===== config.mk =====
export PLATFORM = sky130hd
export DESIGN_NAME = diag_digital_mux
export DESIGN_NICKNAME = d
export VERILOG_FILES = /design/src/logic/diag_digital_mux.v
export VERILOG_INCLUDE_DIRS = /design/src /design/src/logic
export SDC_FILE = /design/constraint.sdc
export NUM_CORES = 1
export LEC_CHECK = 0
export BUFFER_PORTS_ARGS = -buffer_cell sky130_fd_sc_hd__buf_2
export CAP_MARGIN = 25
export CELL_PAD_IN_SITES_DETAIL_PLACEMENT = 0
export CELL_PAD_IN_SITES_GLOBAL_PLACEMENT = 1
export CORE_MARGIN = 2
export CORE_UTILIZATION = 27
export DETAILED_ROUTE_END_ITERATION = 8
export PLACE_DENSITY = 0.84
export SLEW_MARGIN = 20
export SYNTH_ARGS = -nofsm -noshare
export SYNTH_HDL_FRONTEND = slang
export SYNTH_SLANG_ARGS = --single-unit

===== constraint.sdc =====
create_clock -name clk_i -period 1.91 [get_ports clk_i]
set_input_delay 0 -clock clk_i [delete_from_list [all_inputs] [get_ports clk_i]]
set_output_delay 0 -clock clk_i [all_outputs]
set_load 0.02 [all_outputs]

===== src/logic/diag_mux_consts.vh =====
/*
  constants for the diagnostic digital multiplexer: register offsets,
  field positions, reset values and mux codes.
  assumes inclusion by its bare name from the design file.
*/
`ifndef DIAG_MUX_CONSTS_VH
`define DIAG_MUX_CONSTS_VH

// byte offsets on the wishbone bus
`define CFG_CTRL_OFS      4'h0
`define SELECT_OFS        4'h4
`define STATUS_OFS        4'h8
`define ADR_W             4

// config control fields
`define CFG_MODE_LO       0
`define CFG_MODE_HI       1
`define CFG_ENABLE_BIT    7
`define CFG_RESET         8'h00

// mode field codes
`define MODE_DIGITAL      2'h1

// select value fields
`define SEL_CH_LO         0
`define SEL_CH_HI         3
`define SEL_GRP_LO        4
`define SEL_GRP_HI        6
`define SEL_RESET         8'h00
`define SEL_MASK          8'h7f

// group codes
`define GRP_SUPPLY        3'h0
`define GRP_CLOCKS        3'h1
`define GRP_PUMP          3'h2
`define GRP_SENSOR        3'h3
`define GRP_TEST          3'h7

`define CH_COUNT          16

`endif


===== src/logic/diag_digital_mux.v =====
/*
  diagnostic digital multiplexer with a classic wishbone register slave.
  routes one internal digital signal to the diagnostic output pin.
  assumes all signal inputs are synchronous to clk_i and that the pin
  driver outside turns the output enable into tri-state.
*/
// Register access over Wishbone and the register addresses were left to the implementer.
`timescale 1ns/1ps
`include "diag_mux_consts.vh"

// Summary of operation
// - digital mux selects a source only when mode field equals digital code; other modes drive 0
// - group 0 channel 1 gives inverted analog supply undervoltage
// - group 0 channels 2 and 3 give the two reference error flags
// - group 0 channel 4 pump12 undervoltage inverted, channel 5 its overvoltage
// - group 0 channel 6 gives pump17 overvoltage
// - group 0 channels 7 to 14: regulator uv/ov pairs, pre, can, io, core
// - group 0 channel 15 gives the clock loss flag
// - group 1 channels 1,3..8 give clocks and time references
// - group 1 channel 9 gives the error or trigger input level
// - group 1 channel 14 repeats the error or trigger input
// - group 1 channels 10 to 12 give chip select, serial in, serial clock
// - group 1 channel 13 gives serial output pin readback
// - group 1 channel 15 gives reset output pin readback
// - channel 0 of each group is 0; test channels carry test inputs
// - group 2 channel 3 pump overvoltage, channel 4 pump undervoltage inverted
// - group 2 channels 5 and 6 give pump phase one and two
// - group 2 channel 7 gives pump headroom flag
// - group 2 channels 9 to 15: battery uv/ov, overtemp and current limits
// - enable bit clear tri-states the pin regardless of mode and select
// - group 3 carries sensor and digital supply monitors; group 7 test modes
module diag_digital_mux #(
  parameter ADR_WIDTH = `ADR_W
) (
  input  wire                 clk_i,
  input  wire                 rst_i,
  // wishbone classic slave
  input  wire                 cyc_i,
  input  wire                 stb_i,
  input  wire                 we_i,
  input  wire [ADR_WIDTH-1:0] adr_i,
  input  wire [3:0]           sel_i,
  input  wire [31:0]          dat_i,
  output reg  [31:0]          dat_o,
  output reg                  ack_o,
  // group 0 sources
  input  wire                 analog_supply_undervoltage,
  input  wire                 reference_error_one,
  input  wire                 reference_error_two,
  input  wire                 pump12_undervoltage,
  input  wire                 pump12_overvoltage,
  input  wire                 pump17_overvoltage,
  input  wire                 prereg_undervoltage,
  input  wire                 prereg_overvoltage,
  input  wire                 can_supply_undervoltage,
  input  wire                 can_supply_overvoltage,
  input  wire                 io_supply_undervoltage,
  input  wire                 io_supply_overvoltage,
  input  wire                 core_supply_undervoltage,
  input  wire                 core_supply_overvoltage,
  input  wire                 clock_loss_flag,
  // group 1 sources
  input  wire                 system_clock_tap,
  input  wire                 watchdog_clock_tap,
  input  wire                 reset_stretch_oscillator,
  input  wire [3:0]           time_reference_taps,
  input  wire                 error_or_trigger_input,
  input  wire                 chip_select_pin_level,
  input  wire                 serial_in_pin_level,
  input  wire                 serial_clock_pin_level,
  input  wire                 serial_out_readback,
  input  wire                 reset_pin_readback,
  // group 2 sources
  input  wire [3:0]           production_test_signal,
  input  wire                 pump_overvoltage,
  input  wire                 pump_undervoltage,
  input  wire                 pump_phase_one,
  input  wire                 pump_phase_two,
  input  wire                 pump_headroom_flag,
  input  wire                 battery_undervoltage,
  input  wire                 battery_overvoltage,
  input  wire                 can_supply_overtemp,
  input  wire                 io_supply_overtemp,
  input  wire                 sensor_supply_overtemp,
  input  wire                 can_supply_current_limit,
  input  wire                 io_supply_current_limit,
  // group 3 and 7 sources
  input  wire                 sensor_current_limit,
  input  wire                 sensor_undervoltage,
  input  wire                 sensor_overvoltage,
  input  wire                 digital_supply_undervoltage,
  input  wire                 digital_supply_overvoltage,
  input  wire                 sensor_supply_tracking,
  input  wire                 monitor_trim_error,
  input  wire                 test_mode_flag,
  // diagnostic pin
  output reg                  diagnostic_output_pin_o,
  output reg                  diagnostic_output_pin_oe_o
);

  reg  [7:0]  diagnostic_config_control;
  reg  [7:0]  diag_select_value;
  reg         next_pin;
  reg         next_oe;
  wire [1:0]  diag_mode_field;
  wire [2:0]  grp;
  wire [3:0]  ch;
  wire        bus_req;
  wire        wr_cfg;
  wire        wr_sel;
  wire [15:0] grp0;
  wire [15:0] grp1;
  wire [15:0] grp2;
  wire [15:0] grp3;
  wire [15:0] grp7;

  assign diag_mode_field = diagnostic_config_control[`CFG_MODE_HI:`CFG_MODE_LO];
  assign grp     = diag_select_value[`SEL_GRP_HI:`SEL_GRP_LO];
  assign ch      = diag_select_value[`SEL_CH_HI:`SEL_CH_LO];
  assign bus_req = cyc_i & stb_i & ~ack_o;
  assign wr_cfg  = bus_req & we_i & sel_i[0] & (adr_i == `CFG_CTRL_OFS);
  assign wr_sel  = bus_req & we_i & sel_i[0] & (adr_i == `SELECT_OFS);

  // channel maps; undervoltage comparators shown active-low (high = fine), overvoltage active-high
  assign grp0 = {clock_loss_flag,
                 core_supply_overvoltage, ~core_supply_undervoltage,
                 io_supply_overvoltage,   ~io_supply_undervoltage,
                 can_supply_overvoltage,  ~can_supply_undervoltage,
                 prereg_overvoltage,      ~prereg_undervoltage,
                 pump17_overvoltage,
                 pump12_overvoltage, ~pump12_undervoltage,
                 reference_error_two, reference_error_one,
                 ~analog_supply_undervoltage,
                 1'b0};
  assign grp1 = {reset_pin_readback,
                 error_or_trigger_input,
                 serial_out_readback,
                 serial_clock_pin_level, serial_in_pin_level,
                 chip_select_pin_level,
                 error_or_trigger_input,
                 time_reference_taps,
                 reset_stretch_oscillator, watchdog_clock_tap,
                 production_test_signal[0],
                 system_clock_tap,
                 1'b0};
  assign grp2 = {io_supply_current_limit, can_supply_current_limit,
                 sensor_supply_overtemp, io_supply_overtemp, can_supply_overtemp,
                 battery_overvoltage, ~battery_undervoltage,
                 production_test_signal[3],
                 pump_headroom_flag,
                 pump_phase_two, pump_phase_one,
                 ~pump_undervoltage, pump_overvoltage,
                 production_test_signal[2], production_test_signal[1],
                 1'b0};
  // reserved slots in group 3 read as 0
  assign grp3 = {7'h00, monitor_trim_error, sensor_supply_tracking,
                 1'b0, digital_supply_overvoltage, ~digital_supply_undervoltage,
                 sensor_overvoltage, ~sensor_undervoltage, sensor_current_limit,
                 1'b0};
  assign grp7 = {{14{production_test_signal[0]}}, test_mode_flag, 1'b0};

  always @* begin
    next_oe  = diagnostic_config_control[`CFG_ENABLE_BIT];
    next_pin = 1'b0;
    if (diag_mode_field == `MODE_DIGITAL) begin
      case (grp)
        `GRP_SUPPLY: next_pin = grp0[ch];
        `GRP_CLOCKS: next_pin = grp1[ch];
        `GRP_PUMP:   next_pin = grp2[ch];
        `GRP_SENSOR: next_pin = grp3[ch];
        `GRP_TEST:   next_pin = grp7[ch];
        default:     next_pin = 1'b0;
      endcase
    end
  end

  // the pin is registered so a select change cannot glitch it;
  // costs one cycle of latency on every sampled source
  always @(posedge clk_i) begin
    if (rst_i) begin
      diagnostic_output_pin_o    <= 1'b0;
      diagnostic_output_pin_oe_o <= 1'b0;
    end else begin
      diagnostic_output_pin_o    <= next_pin & next_oe;
      diagnostic_output_pin_oe_o <= next_oe;
    end
  end

  always @(posedge clk_i) begin
    if (rst_i) begin
      diagnostic_config_control <= `CFG_RESET;
      diag_select_value         <= `SEL_RESET;
      ack_o                     <= 1'b0;
      dat_o                     <= 32'h0000_0000;
    end else begin
      ack_o <= bus_req;
      dat_o <= 32'h0000_0000;
      if (wr_cfg) begin
        diagnostic_config_control <= dat_i[7:0];
      end
      if (wr_sel) begin
        diag_select_value <= dat_i[7:0] & `SEL_MASK;
      end
      if (bus_req & ~we_i) begin
        case (adr_i)
          `CFG_CTRL_OFS: dat_o <= {24'h000000, diagnostic_config_control};
          `SELECT_OFS:   dat_o <= {24'h000000, diag_select_value};
          `STATUS_OFS:   dat_o <= {30'h00000000, diagnostic_output_pin_oe_o,
                                   diagnostic_output_pin_o};
          default:       dat_o <= 32'h0000_0000;
        endcase
      end
    end
  end

endmodule


==> flow_summary_export.csv <==
group,metric,value,unit
outcome,status,"finished, violations left",
outcome,failed_checks,"hold timing",
run,max-cap-violations,0,
power,p_clk_share,29.2,%
timing,finalSetupTns,0,ns
setup_path,required,2.10,ns
setup_path,r2r_cells,7,
clock_tree,cts.path.max_buffers,2,
cells_and_area,n_fill_cell,684,
route,wl_per_cell,12.3,um
die,core-area,6280,um2
timing,max_freq,570,MHz
timing,setup_violations,0,
cells_and_area,multi_input_area,1040,um2
synthesis,yosys-top-cells-count,"nor2_1, buf_4, mux2i_1, dfxtp_1, a21oi_1",
timing,worst_pin_slew,0.504,ns
power,leakagePower,0.000919,uW
clock_tree,post_cts_buffers,0,
placed_design,placed_area,2130,um2
setup_path,crit-reg2reg-launch,"diag_select_value[1]",
setup_path,cp_cell_sequence,"buf_12, mux2i_1, and2_0, o311ai_2, o2111ai_1, a21o_1, a31oi_1",
setup_path,r2r_setup_slack,0.15,ns
placed_design,gp_congestion,0.772,
timing,period_share,91.9,%
synthesis,synth_top_area_share,29.9,%
setup_path,critPathLaunch,"diag_select_value[1]",
setup_path,crit_slowest_cell,"dfxtp_1",
synthesis,ys_ff_latch,26,
die,rows,29,
cells_and_area,area_growth,26.9,%
power,power.density,460,nW/um2
setup_path,max_stage_delay,0.38,ns
power,power_frac_seq,53.6,%
timing,rsz0062_at_grt,"false",
synthesis,synth_area,1740,um2
global_routing,grt_pass1_wl,6950,um
timing,min_period,1.76,ns
clock_tree,htree_levels,1,
route,vias,1607,
synthesis,ys.flop_type,"dfxtp_1",
die,io_pins,132,
die,die_h,84.3,um
power,switchingPower,254,uW
clock_tree,clkTransAtPathRegs,0.08,ns
route,first_pass_iters,4,
global_routing,grt_max_degree,32,
setup_path,cp-end-kind,"flop",
setup_path,setup.worst_path.end,"diagnostic_output_pin_o",
route,viasPerCell,4.51,
clock_tree,cts_tree,"yes",
synthesis,synth_seq_area_share,29.9,%
power,power_frac_comb,17.1,%
route,drtAntennaViolNets,0,
synthesis,synth.avg_cell_area,8.65,um2
cells_and_area,layout-drive-gt1-share,35.1,%
route,drtIter0Drc,123,
cells_and_area,nets,378,
synthesis,synth-async-reset-ratio,0,%
synthesis,ys_warn_count,0,
global_routing,grt_use_total,11.7,%
global_routing,grt_overflow,0,
clock_tree,cts_root_buf,"clkbuf_8",
setup_path,path_buf_inv,1,
cells_and_area,final_cell_area,2210,um2
synthesis,synth_enable_flop_cells,0,
die,fp.dieArea,7100,um2
timing,finClkSkew,0.00278,ns
synthesis,syn_inst,201,
route,wl,4380,um
global_routing,antenna_found_initial,0,
timing,hold_viol_final,1,
power,max-vdd-ir-drop,0.000270,V
synthesis,yosysMostFrequentCell,"nor2_1",
setup_path,cp.depth,7,
setup_path,start_kind,"flop",
cells_and_area,antenna_cells,0,
die,die_x,84.3,um
die,start_util,27.7,%
clock_tree,cts_num_sinks,26,
timing,holdWs,-0.00338,ns
setup_path,crit_arrival,1.94,ns
global_routing,grt_pass1_vias,1540,
timing,drv_slew,0,
cells_and_area,seq_area,520,um2
setup_path,crit_family,"compound AO/OA/AOI/OAI gates",
setup_path,worst-setup-path-type,"flop to flop",
timing,maxSlewHeadroom,66.4,%
power,swShare,25.0,%
setup_path,r2r-end,"diagnostic_output_pin_o",
clock_tree,numCtsBuffers,3,
placed_design,dp_hpwl,3510,um
worst_hold_path,hold_class,"input pin to flop",
placed_design,port_buffers,80,
synthesis,yosysTopAreaCell,"dfxtp_1",
synthesis,synth_cell_types,43,
power,intPower,760,uW
synthesis,synthTopCellsByArea,"dfxtp_1, mux2i_1, buf_4",
route,drcViolationCount,0,
setup_path,critPathMaxFanout,31,
clock_tree,clock_latency,0.26,ns
-- cell families after synthesis --
| kind of cell | Yosys count | share of synthesized area [%] |
|---|---|---|
| flops | 26 | 29.9 |
| other cells | 1 | 0.216 |
| simple gates | 61 | 18.1 |
| buf+inv | 41 | 15.5 |
| compound gates | 38 | 14.8 |
| mux | 34 | 21.4 |
-- area by class of cell --
cell class,count,area share (%)
sequential,26,23.6
tap,77,4.37
multi-input combinational,157,47.2
timing repair buffer,90,22.4
inverter,3,0.510
clock buffer,3,1.87
-- metal layers --
layer / global-route usage, % / share of wire (%) / vias up
met5: 0 / 0 / -
li1: - / - / 825
met2: 19.3 / 47 / 54
met3: 1.57 / 5.4 / 4
met4: 2.49 / 0.87 / 0
met1: 16.2 / 47 / 724
-- through the flow --
step / util (%) / hold WS (ns) / cells / setup WS, ns / total power (uW)
6_report: 35.2 / -0.00338 / 356 / 0.154 / 1010
5_1_grt: 35.2 / 0.00282 / 356 / 0.0134 / 1060
4_1_cts: 35.0 / 0.00246 / 356 / 0.0877 / 1020
3_5_place_dp: 33.9 / 0.244 / 350 / 0.103 / 726
3_3_place_gp: 33.9 / 0.238 / 350 / 0.131 / 725
2_1_floorplan: - / 0.147 / 224 / 0.401 / 675
-- worst min path at each step --
stage | startpoint | to | slack [ns] | cells past startpoint
after floorplan | dat_i[7] | diagnostic_config_control[7] | 0.15 | 2
after global placement | dat_i[7] | diagnostic_config_control[7] | 0.24 | 3
after detailed placement | dat_i[7] | diagnostic_config_control[7] | 0.24 | 3
after CTS | dat_i[2] | diag_select_value[2] | 0.002 | 3
after global routing | dat_i[4] | diag_select_value[4] | 0.003 | 3
final | dat_i[2] | diag_select_value[2] | -0.003 | 3
-- power groups by stage --
stage / sequential [uW] / clock [uW] / combinational, uW
after detailed placement: 557 / 0 / 169
after CTS: 544 / 306 / 174
final: 544 / 297 / 174
after global routing: 545 / 327 / 191
after global placement: 557 / 0 / 168
after floorplan: 558 / 0 / 117
-- tightest hold or removal path, delay by kind of cell --
family | cells | cell delay [ns]
buf+inv | 1 | 0.09
mux | 1 | 0.06
simple gates | 1 | 0.07
-- timing repair --
action | in CTS | in global routing
hold buffers | 3 | 0
setup endpoints to repair | 0 | 1
endpoints found under the hold margin | 3 | 0
gates resized for setup | 0 | 1
-- flip-flops by register name, summed over array words and instances, names as in the netlist --
| signal | count |
|---|---|
| diagnostic_config_control | 8 |
| diagnostic_output_pin_oe_o | 1 |
| dat_o | 8 |
| diagnostic_output_pin_o | 1 |
| ack_o | 1 |
| diag_select_value | 7 |
-- cell usage in the layout (no fill, tap or decap), types with 3 or more instances in the layout --
master	n
mux2i_1	27
nand2_1	7
nor2_1	35
buf_2	80
nand3b_1	3
dfxtp_1	26
o21ai_0	3
conb_1	24
mux2_1	3
buf_4	6
dlygate4sd3_1	3
a21oi_1	12
a22oi_1	5
clkbuf_8	3
inv_1	3
Note: power is estimated with default switching activity, not from simulation.
